**src/pkg/spf_map.vh**
```
`ifndef SPF_MAP_VH
`define SPF_MAP_VH
`define SPF_OFS_STATUS 8'h00
`define SPF_OFS_MASK 8'h04
`define SPF_OFS_CTRL 8'h08
`define SPF_OFS_INFO 8'h0c
`define SPF_RESP_OK 2'b00
`define SPF_RESP_ERR 2'b10
`define SPF_FLG_DEN 0
`define SPF_FLG_DZ 1
`define SPF_FLG_OF 2
`define SPF_FLG_UF 3
`define SPF_FLG_INV 4
`define SPF_OP_ADD 4'h0
`define SPF_OP_SUB 4'h1
`define SPF_OP_MUL 4'h2
`define SPF_OP_DIV 4'h3
`define SPF_OP_SQRT 4'h4
`define SPF_OP_LT 4'h5
`define SPF_OP_EQ 4'h6
`define SPF_OP_LE 4'h7
`define SPF_OP_GT 4'h8
`define SPF_OP_NE 4'h9
`define SPF_OP_GE 4'ha
`define SPF_OP_UN 4'hb
`define SPF_OP_FLT 4'hc
`define SPF_OP_FINT 4'hd
`define SPF_CFG_EXT 2'h2
`define SPF_QNAN 32'hffc00000
`define SPF_INF 31'h7f800000
`define SPF_EXP_MAX 8'hff
`define SPF_BIAS 11'sh07f
`define SPF_LEAD 11'sh01e
`define SPF_FINT_SH 11'sh009
`define SPF_ITER 5'h1b
`define SPF_INT_MAX 32'h7fffffff
`define SPF_INT_MIN 32'h80000000
`endif

```
**src/verilog/spf_pack.v**
```verilog
`timescale 1ns/100ps
`default_nettype none
`include "spf_map.vh"
module spf_pack (
  input wire sgn,
  input wire signed [10:0] exp_in,
  input wire [31:0] man,
  output reg [31:0] word,
  output reg uf,
  output reg of
);
  integer i;
  reg [4:0] p;
  reg [31:0] m2;
  reg [24:0] r;
  reg rnd;
  reg signed [10:0] e2;
  always @* begin
    p = 5'h00;
    for (i = 0; i < 32; i = i + 1) begin
      if (man[i]) p = i[4:0];
    end
    m2 = man << (5'h1f - p);
    // nearest, ties to the even candidate
    rnd = m2[7] & ((|m2[6:0]) | m2[8]);
    r = {1'b0, m2[31:8]} + {24'h000000, rnd};
    e2 = exp_in + $signed({6'h00, p}) - `SPF_LEAD + $signed({10'h000, r[24]});
    uf = 1'b0;
    of = 1'b0;
    word = {sgn, e2[7:0], r[22:0]};
    if (man == 32'h00000000) begin
      word = {sgn, 31'h00000000};
    end else if (e2 <= 11'sh000) begin
      word = {sgn, 31'h00000000};
      uf = 1'b1;
    end else if (e2 >= $signed({3'h0, `SPF_EXP_MAX})) begin
      word = {sgn, `SPF_INF};
      of = 1'b1;
    end
  end
endmodule // spf_pack
`default_nettype wire

```
**src/verilog/spf_iter.v**
```verilog
`timescale 1ns/100ps
`default_nettype none
`include "spf_map.vh"
module spf_iter (
  input wire aclk,
  input wire aresetn,
  input wire start,
  input wire sqrt_mode,
  input wire odd,
  input wire [23:0] opa,
  input wire [23:0] opb,
  output reg done_ff,
  output reg [26:0] quot_ff,
  output wire rem_nz
);
  reg run_ff;
  reg mode_ff;
  reg [4:0] cnt_ff;
  reg [28:0] rem_ff;
  reg [23:0] den_ff;
  reg [53:0] rad_ff;
  // restoring divide and restoring square root, one bit a cycle
  wire [28:0] r2 = {rem_ff[26:0], rad_ff[53:52]};
  wire [28:0] t2 = {quot_ff, 2'b01};
  wire sge = r2 >= t2;
  wire dge = rem_ff >= {5'h00, den_ff};
  wire [28:0] dsub = dge ? rem_ff - {5'h00, den_ff} : rem_ff;
  wire ge = mode_ff ? sge : dge;
  wire [28:0] nxt_rem = mode_ff ? (sge ? r2 - t2 : r2) : {dsub[27:0], 1'b0};
  assign rem_nz = |rem_ff;
  always @(posedge aclk) begin
    if (!aresetn) begin
      run_ff <= 1'b0;
      mode_ff <= 1'b0;
      cnt_ff <= 5'h00;
      rem_ff <= 29'h0;
      den_ff <= 24'h0;
      rad_ff <= 54'h0;
      quot_ff <= 27'h0;
      done_ff <= 1'b0;
    end else begin
      done_ff <= 1'b0;
      if (start) begin
        run_ff <= 1'b1;
        mode_ff <= sqrt_mode;
        cnt_ff <= `SPF_ITER;
        quot_ff <= 27'h0;
        den_ff <= opb;
        rem_ff <= sqrt_mode ? 29'h0 : {5'h00, opa};
        rad_ff <= odd ? {opa, 30'h0} : {1'b0, opa, 29'h0};
      end else if (run_ff) begin
        cnt_ff <= cnt_ff - 5'h01;
        quot_ff <= {quot_ff[25:0], ge};
        rem_ff <= nxt_rem;
        rad_ff <= {rad_ff[51:0], 2'b00};
        if (cnt_ff == 5'h01) begin
          run_ff <= 1'b0;
          done_ff <= 1'b1;
        end
      end
    end
  end
endmodule // spf_iter
`default_nettype wire

```
**src/verilog/spf_fpu.v**
```verilog
// The address map and the AXI4-Lite slave port were decided locally.
`timescale 1ns/100ps
`default_nettype none
`include "spf_map.vh"
module spf_fpu #(
  parameter [1:0] fpu_config_level = `SPF_CFG_EXT
) (
  input wire aclk,
  input wire aresetn,
  input wire issue_valid,
  input wire [3:0] issue_op,
  input wire [31:0] issue_opa,
  input wire [31:0] issue_opb,
  input wire [4:0] issue_rd,
  output reg stall_ff,
  output reg gpr_we_ff,
  output reg [4:0] gpr_waddr_ff,
  output reg [31:0] gpr_wdata_ff,
  output reg hw_exc_ff,
  output reg [4:0] exc_cause_ff,
  output reg irq_ff,
  input wire [7:0] s_axi_awaddr,
  input wire s_axi_awvalid,
  output reg s_axi_awready,
  input wire [31:0] s_axi_wdata,
  input wire [3:0] s_axi_wstrb,
  input wire s_axi_wvalid,
  output reg s_axi_wready,
  output reg [1:0] s_axi_bresp,
  output reg s_axi_bvalid,
  input wire s_axi_bready,
  input wire [7:0] s_axi_araddr,
  input wire s_axi_arvalid,
  output reg s_axi_arready,
  output reg [31:0] s_axi_rdata,
  output reg [1:0] s_axi_rresp,
  output reg s_axi_rvalid,
  input wire s_axi_rready
);
  localparam [1:0] ST_IDLE = 2'b00;
  localparam [1:0] ST_CALC = 2'b01;
  localparam [1:0] ST_WAIT = 2'b10;

  // {nan, inf, zero, denormal}
  function [3:0] spf_cls;
    input [31:0] x;
    begin
      spf_cls = {x[30:23] == `SPF_EXP_MAX && x[22:0] != 23'h0, x[30:23] == `SPF_EXP_MAX && x[22:0] == 23'h0,
        x[30:0] == 31'h0, x[30:23] == 8'h00 && x[22:0] != 23'h0};
    end
  endfunction

  // ordered key, both zeros map alike
  function [31:0] spf_key;
    input [31:0] x;
    begin
      if (x[30:0] == 31'h0) spf_key = `SPF_INT_MIN;
      else if (x[31]) spf_key = ~x;
      else spf_key = {1'b1, x[30:0]};
    end
  endfunction

  reg [1:0] st_ff;
  reg [3:0] op_ff;
  reg [31:0] a_ff;
  reg [31:0] b_ff;
  reg [4:0] rd_ff;
  reg [4:0] status_ff;
  reg [4:0] mask_ff;
  reg [4:0] ctrl_ff;
  reg aw_got_ff;
  reg w_got_ff;
  reg [7:0] awaddr_ff;
  reg [31:0] wdata_ff;
  reg [3:0] wstrb_ff;

  wire ext_ok = fpu_config_level == `SPF_CFG_EXT;
  wire sa = a_ff[31];
  wire sb = b_ff[31];
  wire [7:0] ea = a_ff[30:23];
  wire [7:0] eb = b_ff[30:23];
  wire [23:0] ma = {ea != 8'h00, a_ff[22:0]};
  wire [23:0] mb = {eb != 8'h00, b_ff[22:0]};
  wire [3:0] ca = spf_cls(a_ff);
  wire [3:0] cb = spf_cls(b_ff);
  wire sn = (ca[3] & ~a_ff[22]) | (cb[3] & ~b_ff[22]);
  wire sbe = sb ^ (op_ff == `SPF_OP_SUB);
  wire sx = sa ^ sb;
  wire signed [10:0] eu = $signed({3'h0, ea}) - `SPF_BIAS;
  wire odd = eu[0];
  wire [31:0] ka = spf_key(a_ff);
  wire [31:0] kb = spf_key(b_ff);
  wire lt = ka < kb;
  wire eq = ka == kb;
  wire un = ca[3] | cb[3];

  reg spec;
  reg [31:0] sw;
  reg [4:0] sfl;
  reg cmp_r;
  reg cmp_ord;
  always @* begin
    cmp_ord = 1'b1;
    case (op_ff)
      `SPF_OP_LT: cmp_r = lt;
      `SPF_OP_EQ: begin
        cmp_r = eq;
        cmp_ord = 1'b0;
      end
      `SPF_OP_LE: cmp_r = lt | eq;
      `SPF_OP_GT: cmp_r = ~lt & ~eq;
      `SPF_OP_NE: begin
        cmp_r = ~eq;
        cmp_ord = 1'b0;
      end
      `SPF_OP_GE: cmp_r = ~lt;
      default: begin
        cmp_r = 1'b0;
        cmp_ord = 1'b0;
      end
    endcase
    if (un) cmp_r = (op_ff == `SPF_OP_NE) | (op_ff == `SPF_OP_UN);
  end

  // float to signed integer, nearest even, saturating
  reg fint_inv;
  reg fr;
  reg [63:0] ft;
  reg [32:0] fmag;
  reg [31:0] fint_w;
  always @* begin
    fint_inv = 1'b0;
    ft = 64'h0;
    fmag = 33'h0;
    if (ca[3] | ca[2] | (eu > `SPF_LEAD)) begin
      fint_inv = 1'b1;
    end else if (eu >= -11'sh001) begin
      ft = {40'h0, ma} << (eu + `SPF_FINT_SH);
    end
    fr = ft[31] & ((|ft[30:0]) | ft[32]);
    fmag = {1'b0, ft[63:32]} + {32'h0, fr};
    if (fmag > {1'b0, sa ? `SPF_INT_MIN : `SPF_INT_MAX}) fint_inv = 1'b1;
    fint_w = fint_inv ? (sa ? `SPF_INT_MIN : `SPF_INT_MAX) : (sa ? 32'h0 - fmag[31:0] : fmag[31:0]);
  end

  always @* begin
    spec = 1'b1;
    sw = `SPF_QNAN;
    sfl = 5'h00;
    case (op_ff)
      `SPF_OP_ADD, `SPF_OP_SUB: begin
        if (ca[0] | cb[0]) sfl[`SPF_FLG_DEN] = 1'b1;
        else if (un) sfl[`SPF_FLG_INV] = sn;
        else if (ca[2] & cb[2] & (sa != sbe)) sfl[`SPF_FLG_INV] = 1'b1;
        else if (ca[2]) sw = a_ff;
        else if (cb[2]) sw = {sbe, b_ff[30:0]};
        else if (ca[1] & cb[1]) sw = {sa & sbe, 31'h0};
        else if (ca[1]) sw = {sbe, b_ff[30:0]};
        else if (cb[1]) sw = a_ff;
        else spec = 1'b0;
      end
      `SPF_OP_MUL: begin
        if (ca[0] | cb[0]) sfl[`SPF_FLG_DEN] = 1'b1;
        else if (un) sfl[`SPF_FLG_INV] = sn;
        else if ((ca[2] & cb[1]) | (ca[1] & cb[2])) sfl[`SPF_FLG_INV] = 1'b1;
        else if (ca[2] | cb[2]) sw = {sx, `SPF_INF};
        else if (ca[1] | cb[1]) sw = {sx, 31'h0};
        else spec = 1'b0;
      end
      `SPF_OP_DIV: begin
        if (ca[0] | cb[0]) sfl[`SPF_FLG_DEN] = 1'b1;
        else if (un) sfl[`SPF_FLG_INV] = sn;
        else if ((ca[2] & cb[2]) | (ca[1] & cb[1])) sfl[`SPF_FLG_INV] = 1'b1;
        else if (cb[1]) begin
          sfl[`SPF_FLG_DZ] = 1'b1;
          sw = {sx, `SPF_INF};
        end else if (ca[2]) sw = {sx, `SPF_INF};
        else if (ca[1] | cb[2]) sw = {sx, 31'h0};
        else spec = 1'b0;
      end
      `SPF_OP_SQRT: begin
        if (!ext_ok) sfl[`SPF_FLG_INV] = 1'b1;
        else if (ca[0]) sfl[`SPF_FLG_DEN] = 1'b1;
        else if (ca[3]) sfl[`SPF_FLG_INV] = ~a_ff[22];
        else if (ca[1]) sw = a_ff;
        else if (sa) sfl[`SPF_FLG_INV] = 1'b1;
        else if (ca[2]) sw = a_ff;
        else spec = 1'b0;
      end
      `SPF_OP_LT, `SPF_OP_EQ, `SPF_OP_LE, `SPF_OP_GT, `SPF_OP_NE, `SPF_OP_GE, `SPF_OP_UN: begin
        if (ca[0] | cb[0]) sfl[`SPF_FLG_DEN] = 1'b1;
        else begin
          sw = {31'h0, cmp_r};
          sfl[`SPF_FLG_INV] = (un & cmp_ord) | sn;
        end
      end
      `SPF_OP_FLT: begin
        if (!ext_ok) sfl[`SPF_FLG_INV] = 1'b1;
        else if (a_ff == 32'h0) sw = 32'h0;
        else spec = 1'b0;
      end
      `SPF_OP_FINT: begin
        if (!ext_ok) sfl[`SPF_FLG_INV] = 1'b1;
        else if (ca[0]) sfl[`SPF_FLG_DEN] = 1'b1;
        else begin
          sw = fint_w;
          sfl[`SPF_FLG_INV] = fint_inv;
        end
      end
      default: sfl[`SPF_FLG_INV] = 1'b1;
    endcase
  end

  wire it_done;
  wire [26:0] it_q;
  wire it_nz;
  wire is_iter = (op_ff == `SPF_OP_DIV) | (op_ff == `SPF_OP_SQRT);
  wire it_start = (st_ff == ST_CALC) & ~spec & is_iter;
  spf_iter u_iter (
    .aclk(aclk),
    .aresetn(aresetn),
    .start(it_start),
    .sqrt_mode(op_ff == `SPF_OP_SQRT),
    .odd(odd),
    .opa(ma),
    .opb(mb),
    .done_ff(it_done),
    .quot_ff(it_q),
    .rem_nz(it_nz)
  );

  // operands for normalise and round
  reg big;
  reg [7:0] d;
  reg [31:0] mxs;
  reg [31:0] mys;
  reg [31:0] shs;
  reg [31:0] sum;
  reg [47:0] prod;
  reg signed [10:0] eh;
  reg pk_s;
  reg signed [10:0] pk_e;
  reg [31:0] pk_m;
  always @* begin
    big = a_ff[30:0] >= b_ff[30:0];
    d = big ? ea - eb : eb - ea;
    mxs = {1'b0, big ? ma : mb, 7'h00};
    mys = {1'b0, big ? mb : ma, 7'h00};
    if (d > 8'h1f) shs = {31'h0, |mys};
    else shs = (mys >> d) | {31'h0, |(mys & ((32'h1 << d) - 32'h1))};
    sum = (sa == sbe) ? mxs + shs : mxs - shs;
    prod = ma * mb;
    eh = (eu - $signed({10'h000, odd})) >>> 1;
    pk_s = sx;
    pk_e = $signed({3'h0, ea}) - $signed({3'h0, eb}) + `SPF_BIAS;
    pk_m = {1'b0, it_q, 4'h0} | {31'h0, it_nz};
    case (op_ff)
      `SPF_OP_ADD, `SPF_OP_SUB: begin
        pk_s = (sum == 32'h0) ? 1'b0 : (big ? sa : sbe);
        pk_e = $signed({3'h0, big ? ea : eb});
        pk_m = sum;
      end
      `SPF_OP_MUL: begin
        pk_e = $signed({3'h0, ea}) + $signed({3'h0, eb}) - `SPF_BIAS;
        pk_m = prod[47:16] | {31'h0, |prod[15:0]};
      end
      `SPF_OP_SQRT: begin
        pk_s = 1'b0;
        pk_e = eh + `SPF_BIAS;
      end
      `SPF_OP_FLT: begin
        pk_s = sa;
        pk_e = `SPF_BIAS + `SPF_LEAD;
        pk_m = sa ? 32'h0 - a_ff : a_ff;
      end
      default: pk_s = sx;
    endcase
  end

  wire [31:0] pk_w;
  wire pk_uf;
  wire pk_of;
  spf_pack u_pack (
    .sgn(pk_s),
    .exp_in(pk_e),
    .man(pk_m),
    .word(pk_w),
    .uf(pk_uf),
    .of(pk_of)
  );

  reg [4:0] res_fl;
  always @* begin
    res_fl = sfl;
    if (!spec) begin
      res_fl[`SPF_FLG_UF] = pk_uf;
      res_fl[`SPF_FLG_OF] = pk_of;
    end
  end
  wire [31:0] res_w = spec ? sw : pk_w;
  wire exc = |(res_fl & ctrl_ff);
  wire fin = ((st_ff == ST_CALC) & ~it_start) | ((st_ff == ST_WAIT) & it_done);
  wire take = issue_valid & (st_ff == ST_IDLE);

  reg [1:0] nxt_st;
  always @* begin
    case (st_ff)
      ST_IDLE: nxt_st = take ? ST_CALC : ST_IDLE;
      ST_CALC: nxt_st = it_start ? ST_WAIT : ST_IDLE;
      ST_WAIT: nxt_st = it_done ? ST_IDLE : ST_WAIT;
      default: nxt_st = ST_IDLE;
    endcase
  end

  always @(posedge aclk) begin
    if (!aresetn) begin
      st_ff <= ST_IDLE;
      op_ff <= 4'h0;
      a_ff <= 32'h0;
      b_ff <= 32'h0;
      rd_ff <= 5'h00;
      stall_ff <= 1'b0;
      gpr_we_ff <= 1'b0;
      gpr_waddr_ff <= 5'h00;
      gpr_wdata_ff <= 32'h0;
      hw_exc_ff <= 1'b0;
      exc_cause_ff <= 5'h00;
    end else begin
      st_ff <= nxt_st;
      gpr_we_ff <= 1'b0;
      hw_exc_ff <= 1'b0;
      if (take) begin
        op_ff <= issue_op;
        a_ff <= issue_opa;
        b_ff <= issue_opb;
        rd_ff <= issue_rd;
        stall_ff <= 1'b1;
      end
      if (fin) begin
        stall_ff <= 1'b0;
        gpr_we_ff <= ~exc;
        gpr_waddr_ff <= rd_ff;
        gpr_wdata_ff <= res_w;
        hw_exc_ff <= exc;
        exc_cause_ff <= res_fl & ctrl_ff;
      end
    end
  end

  // register slave
  wire rd_take = s_axi_arvalid & s_axi_arready;
  wire st_clr = rd_take & (s_axi_araddr == `SPF_OFS_STATUS);
  wire [4:0] st_set = fin ? res_fl : 5'h00;
  wire [4:0] nxt_status = (status_ff & ~{5{st_clr}}) | st_set;
  wire do_wr = aw_got_ff & w_got_ff & ~s_axi_bvalid;
  wire wr_ok = (awaddr_ff == `SPF_OFS_MASK) | (awaddr_ff == `SPF_OFS_CTRL);
  reg [31:0] rd_mux;
  reg rd_ok;
  always @* begin
    rd_ok = 1'b1;
    case (s_axi_araddr)
      `SPF_OFS_STATUS: rd_mux = {27'h0, status_ff};
      `SPF_OFS_MASK: rd_mux = {27'h0, mask_ff};
      `SPF_OFS_CTRL: rd_mux = {27'h0, ctrl_ff};
      `SPF_OFS_INFO: rd_mux = {29'h0, st_ff != ST_IDLE, fpu_config_level};
      default: begin
        rd_mux = 32'h0;
        rd_ok = 1'b0;
      end
    endcase
  end

  always @(posedge aclk) begin
    if (!aresetn) begin
      status_ff <= 5'h00;
      mask_ff <= 5'h00;
      ctrl_ff <= 5'h00;
      irq_ff <= 1'b0;
      aw_got_ff <= 1'b0;
      w_got_ff <= 1'b0;
      awaddr_ff <= 8'h00;
      wdata_ff <= 32'h0;
      wstrb_ff <= 4'h0;
      s_axi_awready <= 1'b1;
      s_axi_wready <= 1'b1;
      s_axi_bvalid <= 1'b0;
      s_axi_bresp <= `SPF_RESP_OK;
      s_axi_arready <= 1'b1;
      s_axi_rvalid <= 1'b0;
      s_axi_rdata <= 32'h0;
      s_axi_rresp <= `SPF_RESP_OK;
    end else begin
      status_ff <= nxt_status;
      irq_ff <= |(nxt_status & mask_ff);
      if (s_axi_awvalid & s_axi_awready) begin
        aw_got_ff <= 1'b1;
        awaddr_ff <= s_axi_awaddr;
        s_axi_awready <= 1'b0;
      end
      if (s_axi_wvalid & s_axi_wready) begin
        w_got_ff <= 1'b1;
        wdata_ff <= s_axi_wdata;
        wstrb_ff <= s_axi_wstrb;
        s_axi_wready <= 1'b0;
      end
      if (do_wr) begin
        aw_got_ff <= 1'b0;
        w_got_ff <= 1'b0;
        s_axi_bvalid <= 1'b1;
        s_axi_bresp <= wr_ok ? `SPF_RESP_OK : `SPF_RESP_ERR;
        if (wstrb_ff[0] & (awaddr_ff == `SPF_OFS_MASK)) mask_ff <= wdata_ff[4:0];
        if (wstrb_ff[0] & (awaddr_ff == `SPF_OFS_CTRL)) ctrl_ff <= wdata_ff[4:0];
      end
      if (s_axi_bvalid & s_axi_bready) begin
        s_axi_bvalid <= 1'b0;
        s_axi_awready <= 1'b1;
        s_axi_wready <= 1'b1;
      end
      if (rd_take) begin
        s_axi_arready <= 1'b0;
        s_axi_rvalid <= 1'b1;
        s_axi_rdata <= rd_mux;
        s_axi_rresp <= rd_ok ? `SPF_RESP_OK : `SPF_RESP_ERR;
      end
      if (s_axi_rvalid & s_axi_rready) begin
        s_axi_rvalid <= 1'b0;
        s_axi_arready <= 1'b1;
      end
    end
  end
endmodule // spf_fpu
`default_nettype wire

```
**config.mk**
```make
export PLATFORM = sky130hd
export DESIGN_NAME = spf_fpu
export DESIGN_NICKNAME = d
export VERILOG_FILES = /design/src/verilog/spf_pack.v /design/src/verilog/spf_iter.v /design/src/verilog/spf_fpu.v
export VERILOG_INCLUDE_DIRS = /design/src /design/src/pkg
export SDC_FILE = /design/constraint.sdc
export NUM_CORES = 2
export LEC_CHECK = 0
export BUFFER_PORTS_ARGS = -buffer_cell sky130_fd_sc_hd__buf_2
export CORE_MARGIN = 2
export CORE_UTILIZATION = 55
export DETAILED_ROUTE_END_ITERATION = 8
export PLACE_DENSITY_LB_ADDON = 0.15
export SYNTH_ARGS = -nofsm -noshare
export SYNTH_HDL_FRONTEND = slang
export SYNTH_SLANG_ARGS = --single-unit
export TNS_END_PERCENT = 30
```
**constraint.sdc**
```tcl
create_clock -name aclk -period 17.8 [get_ports aclk]
set_input_delay 0.89 -clock aclk [delete_from_list [all_inputs] [get_ports aclk]]
set_output_delay 0.89 -clock aclk [all_outputs]
set_load 0.05 [all_outputs]
```
; ---- Word level (Yosys, flattened, before mapping)
; Index checks and enable logic that the tools add are counted.
; Widths: inputs -> output; s select.
[totals]
reg_bits = 335
latchBits = 0
ram_bits = 0
mem_bits_ro = 0
inputBits = 133
output_inout_bits = 87
word_cells = 386
memories = 0
[classes]
add_sub_neg = 24
mul = 1
div_mod_pow = 0
order_cmp = 10
n_eq_ne = 26
shift = 4
n_mux = 169
n_bitwise = 68
reduce_logical = 47
[ops]
columns = cell, n
row1 = $mux 32, 38
row2 = $pmux 32 s7, 1
row3 = $mux 54, 3
row4 = $mux 64, 2
row5 = $mux 29, 4
row6 = $logic_not 32->1, 3
row7 = $pmux 32 s3, 1
row8 = $mux 5, 19
row9 = $mux 31, 3
row10 = $mux 24, 3
row11 = $mux 1, 65
row12 = $not 32->32, 2
row13 = $or 32x1->32, 2
row14 = $shl 24x11->64, 1
row15 = $sub 1x32->32 const A, 2
row16 = $logic_not 31->1, 2
row17 = $mul 24x24->48, 1
row18 = $logic_not 23->1, 2
row19 = $reduce_bool 23->1, 2
row20 = $pmux 11 s4, 1
row21 = $add 32x1->33, 1
row22 = $gt 33x32->1, 1
row23 = $add 31x32->32, 1
row24 = $and 31x32->32, 1
row25 = other kinds (81), 188

; ---- Longest topological paths before layout
[depth]
depth_word = 58
depth_mapped = 72
depth_no_buf = 64

; ---- By module
; From an unflattened synthesis, not the netlist that was laid out.
[unflattened]
cells_unflattened = 7668
hier_area_um2 = 57779.2
[modules_own_cells]
columns = mod, n_inst, cells_per_inst, area_each_um2, seq_area_each_um2
row1 = spf_fpu, 1, 5995, 45078.2, 3283.1
row2 = spf_iter, 1, 1067, 8610.8, 2262.2
row3 = spf_pack, 1, 606, 4090.2, 0.0

; ---- Least setup slack after synthesis
; OpenSTA, ideal clock, no wires.
[synth_path]
path_type = register -> register
startpoint = reg a_ff[23]
endpoint = reg gpr_wdata_ff[21]
setup_ps = 62
t_arrival_ps = 14271
t_required_ps = 17738
path_slack_ps = 3466
path_stages_with_launch = 63
n_path_buf = 4
period_less_slack_ps = 14334
path_cell_list = dfxtp_1 buf_4 inv_1 ha_1 or3b_2 or2_2 clkbuf_1 and2_1 fa_1 inv_1 fa_1 fa_1 fa_1 fa_1 fa_1 fa_1 inv_1 ha_1 [... 27 more ...] ha_1 fa_1 a21o_1 a21oi_1 o21bai_1 a21oi_1 nor2b_1 nor2_1 nand2_1 a21oi_1 o21ai_0 o41ai_1 or2_2 nor2b_1 clkbuf_1 nand2_1 a211o_1 nand3_1
[synth_via]
elab_chain_cells = 54
word_cells_on_any_way = 171
classes_between = 21 x add/sub / 1 x mul / 7 x order compare / 1 x eq/ne / 4 x shift / 98 x mux / 27 x bitwise / 12 x reduce/logical
[synth_rtl]
columns = item, line
row1 = from (decl), spf_fpu.v:65  ; reg [31:0] a_ff;
row2 = from (signal assigned), spf_fpu.v:334  ; a_ff <= issue_opa;
row3 = $ge 31x31->1 or $sub 8x8->8 (tied branches), "spf_fpu.v:245, spf_fpu.v:246"
row4 = $mux 8, spf_fpu.v:246  ; d = big ? ea - eb : eb - ea;
row5 = $shl 1x8->32, spf_fpu.v:250  ; else shs = (mys >> d) | {31'h0, |(mys & ((32'h1 << d) - 32'h1))};
row6 = $sub 32x1->32, spf_fpu.v:250
row7 = $and 31x32->32, spf_fpu.v:250
row8 = $reduce_or 32->1, spf_fpu.v:250
row9 = $or 32x1->32, spf_fpu.v:250
row10 = $mux 32, spf_fpu.v:249  ; if (d > 8'h1f) shs = {31'h0, |mys};
row11 = [... 38 more ...], n/a
row12 = $and 1x1->1, spf_pack.v:25  ; rnd = m2[7] & ((|m2[6:0]) | m2[8]);
row13 = $add 24x1->25, spf_pack.v:26  ; r = {1'b0, m2[31:8]} + {24'h000000, rnd};
row14 = $add 11x2->11, spf_pack.v:27  ; e2 = exp_in + $signed({6'h00, p}) - `SPF_LEAD + $signed({10'h000, r[24]});
row15 = $ge 11x9->1, spf_pack.v:36  ; end else if (e2 >= $signed({3'h0, `SPF_EXP_MAX})) begin
row16 = $mux 31, spf_pack.v:36
row17 = $mux 31, spf_pack.v:33  ; end else if (e2 <= 11'sh000) begin
row18 = $mux 31, spf_pack.v:31  ; if (man == 32'h00000000) begin
row19 = $mux 32, spf_fpu.v:300  ; wire [31:0] res_w = spec ? sw : pk_w;
row20 = to (signal assigned), spf_fpu.v:343  ; gpr_wdata_ff <= res_w;
row21 = to (decl), spf_fpu.v:18  ; output reg [31:0] gpr_wdata_ff,
; Several ways; a longest one is shown, not always the timed one.
; A chain may end at the register's enable or synchronous reset.

; ---- Worst setup path in the final report
[layout_path]
startpoint = reg a_ff[23]
endpoint = reg gpr_wdata_ff[22]
; Same word-level chain as after synthesis.

==> flow_summary.toml <==
[logic_synthesis]
synth-async-reset-ratio_pct = 0
yosys_warnings = 0
synth_flop_cell = "dfxtp_1"
synth_edf_count = 0
synth.area.mux_share_pct = 4.65
ys_ff_latch = 277
synth_cell_types = 132
seq_area_frac_synth_pct = 9.66
synth_fa_ha_area_share_pct = 26.8
netlist_area_sq_um = 57400
synth_xor_xnor_area_share_pct = 4.12
synth_compound_area_share_pct = 22.3
synthCells = 7700
post_synth.cell_area_avg_sq_um = 7.46
synth_top_family_by_area = "adder cells"
synth_simple_gate_area_share_pct = 22.9

[critical_path]
r2r-end = "gpr_wdata_ff[22]"
start_kind = "flop"
reg2regPathDepth = 58
timing.rr.start = "a_ff[23]"
slowest_stage = "nor4_1"
path_class = "flop to flop"
critPathRequiredTime_ns = 18.31
critPathCaptureType = "flop"
worst-path-max-fanout = 30
r2r_slack_ns = 0.74
crit_top_cell = "fa_1"
worstSetupStartpoint = "a_ff[23]"
cp_slowest_stage_delay_ns = 0.77
arrival_ns = 17.58

[drt]
drcViolationCount = 2
drt_iter0_markers = 7488
ant_nets = 0
drt_wl_total_um = 242000
num_vias = 59100
dr.pass1.iters = 9
wire_per_inst_um = 27.0
viasPerCell = 6.60

[clock_tree]
postCtsSetupRepairBufs = 0
h-tree-depth = 2
hold_buffers = 0
cts_made_buffers = 34
cts-root-buf = "clkbuf_16"
cts.sinks = 277
clk_path_buf_depth = 3
cts_resized = 0
clk_latency_ns = 0.57
clk_pin_slew_ns = 0.06
cts_tree = "yes"

[power_and_ir_drop]
combPwrFrac_pct = 73.1
ir_drop_v = 0.000190
switching_share_pct = 56.8
p_switching_uw = 3010
power_density_nw_per_um2 = 87.8
leakage_uw = 0.0258
power.internal_uw = 2290
seqPwrFrac_pct = 13.2
clkPwrFrac_pct = 13.6
power_uw = 5300

[floorplanning]
num_rows = 118
initial_utilization_pct = 55.5
fp.coreArea_sq_um = 103000
io_pins = 220
die_w_um = 327
die_area_sq_um = 107000
die_y_um = 327

[final_layout]
final_common_cell = "nand2_1"
final_layout_size_suffix_gt1_share_pct = 8.93
final_cell_mix = "845 x nand2_1, 778 x inv_1, 596 x nor2_1, 558 x a21oi_1, 488 x fa_1"
areaGrowthSynthToFinish_pct = 5.20
nets = 8619

[timing]
holdWs_ns = 0.450
fin_skew_ns = 0.0277
setup_violations = 0
fmax_ghz = 0.0586
finalMaxSlewViolations = 0
setup_tns_ns = 0
slew-limit-headroom_pct = 12.9
hold_viol = 0
min_period_ns = 17.06
worstMarginPinSlew_ns = 1.30
fin_crit_sh_pct = 95.9
rsz0062_at_grt = "no"

[outcome]
violations = "design-rule violations"
status = "complete, but fails checks"

[grt]
grt_usage_pct = 44.2
antenna_found_initial = 11
grt_pass1_wl_um = 360000
grt_max_degree = 90
grt_pass1_vias = 56500
grt-ovfl-total = 0

[placed_design]
place_congestion = 1.06
dpl.hpwl_um = 182000
io_buffers = 160

[worst_hold_path]
holdPathStages = 2
hold_path_end = "gpr_waddr_ff[2]"
hp-class = "flop to flop"
min_from = "gpr_waddr_ff[2]"

[run]
cap_viol_max_count = 0
-- kinds of logic after synthesis --
kind of cell             count (synthesis)
XOR/XNOR                               269
adder cells (fa/ha/maj)                935
multiplexers                           228
buffers and inverters                 1376
other                                    1
AND/OR/NAND/NOR                       2679
AO/OA/AOI/OAI                         1935
flip-flops                             277
-- metrics by stage --
step / area (sq um) / utilization [%] / cells / setup WS [ns]
after floorplan: 57500 / - / 7728 / 3.47
after global placement: 59300 / 57.3 / 8895 / 0.831
after detailed placement: 59300 / 57.3 / 8895 / 0.582
after CTS: 60400 / 58.3 / 8953 / 0.517
after global routing: 60400 / 58.4 / 8954 / 0.0807
final: 60400 / 58.4 / 8956 / 0.735
-- flip-flops by register name, indices dropped and copies added (netlist names), 4 cells and up --
signal and cells:
gpr_wdata_ff 32, status_ff 5, u_iter.quot_ff 27, rd_ff 5
awaddr_ff 8, exc_cause_ff 5, u_iter.rad_ff 25, ctrl_ff 5
wdata_ff 5, op_ff 4, mask_ff 5, u_iter.rem_ff 29
u_iter.den_ff 24, a_ff 32, s_axi_rdata 5, gpr_waddr_ff 5
b_ff 32, u_iter.cnt_ff 5
-- worst max-delay path by stage --
stage	slack, ns	cells past startpoint	to
after global placement	0.83	58	gpr_wdata_ff[0]
after detailed placement	0.58	58	gpr_wdata_ff[0]
after CTS	0.52	58	gpr_wdata_ff[0]
final	0.74	58	gpr_wdata_ff[22]
after global routing	0.08	58	gpr_wdata_ff[22]
after floorplan	3.47	62	gpr_wdata_ff[21]
-- power groups by stage --
stage                     clock network [uW]  logic [uW]  registers, uW
after floorplan                            0        2570            699
after global placement                     0        3690            711
after detailed placement                   0        3700            712
after CTS                                729        3720            698
after global routing                     747        4110            702
final                                    723        3880            702
-- critical path, delay by kind of cell, from the launching register on --
kind                     cells  cell delay, ns
AO/OA/AOI/OAI               19            4.42
XOR/XNOR                     1            0.28
adder cells (fa/ha/maj)     13            5.29
buffers and inverters        6            0.73
flip-flops                   1            0.49
AND/OR/NAND/NOR             19            5.77
-- cells in the mapped netlist (all sizes together), types with 20 or more instances --
master / number / area share [%]
nand2b: 62 / 0.68
a2111oi: 26 / 0.51
o21bai: 22 / 0.29
a21boi: 30 / 0.39
or4: 20 / 0.27
mux2: 40 / 0.78
xor2: 99 / 1.5
nor2: 604 / 4.0
fa: 489 / 17
o22ai: 51 / 0.56
clkbuf: 414 / 2.7
and3: 50 / 0.54
o31ai: 62 / 0.83
nor2b: 63 / 0.69
a21o: 109 / 1.4
nor3: 143 / 1.3
nand3b: 21 / 0.27
o21ai: 414 / 3.6
or3: 38 / 0.42
a21oi: 570 / 5.0
a22oi: 38 / 0.51
nor4: 63 / 0.81
o21a: 35 / 0.46
a221oi: 49 / 0.82
mux4: 27 / 1.1
o211ai: 82 / 1.1
mux2i: 161 / 2.8
or2: 30 / 0.33
nand4: 72 / 0.81
nand3: 170 / 1.5
buf: 160 / 1.6
o311ai: 24 / 0.44
nand2: 851 / 5.6
and2: 427 / 4.7
a211oi: 115 / 1.6
inv: 785 / 5.1
xnor2: 170 / 2.6
ha: 446 / 9.7
a31oi: 71 / 0.77
dfxtp: 277 / 9.7
-- layer usage --
layer	wire [um]	share of wire (%)	up-vias	GRT usage [%]
li1	-	-	26100	-
met1	95400	39	28700	58.6
met4	17600	7.3	14	26.3
met2	100000	42	3411	65.4
met3	28200	12	798	10.7
met5	98	0.041	-	0
-- final cells by class --
| type | count | area, sq um |
|---|---|---|
| Multi-Input combinational cell | 6075 | 46700 |
| Fill cell | 9901 | 43100 |
| Sequential cell | 277 | 5580 |
| Inverter | 802 | 3030 |
| Timing Repair Buffer | 361 | 2310 |
| Tap cell | 1380 | 1730 |
| Clock buffer | 41 | 938 |
| Clock inverter | 17 | 168 |
| Antenna cell | 3 | 7.51 |
Power figures use the tool's default switching activity.
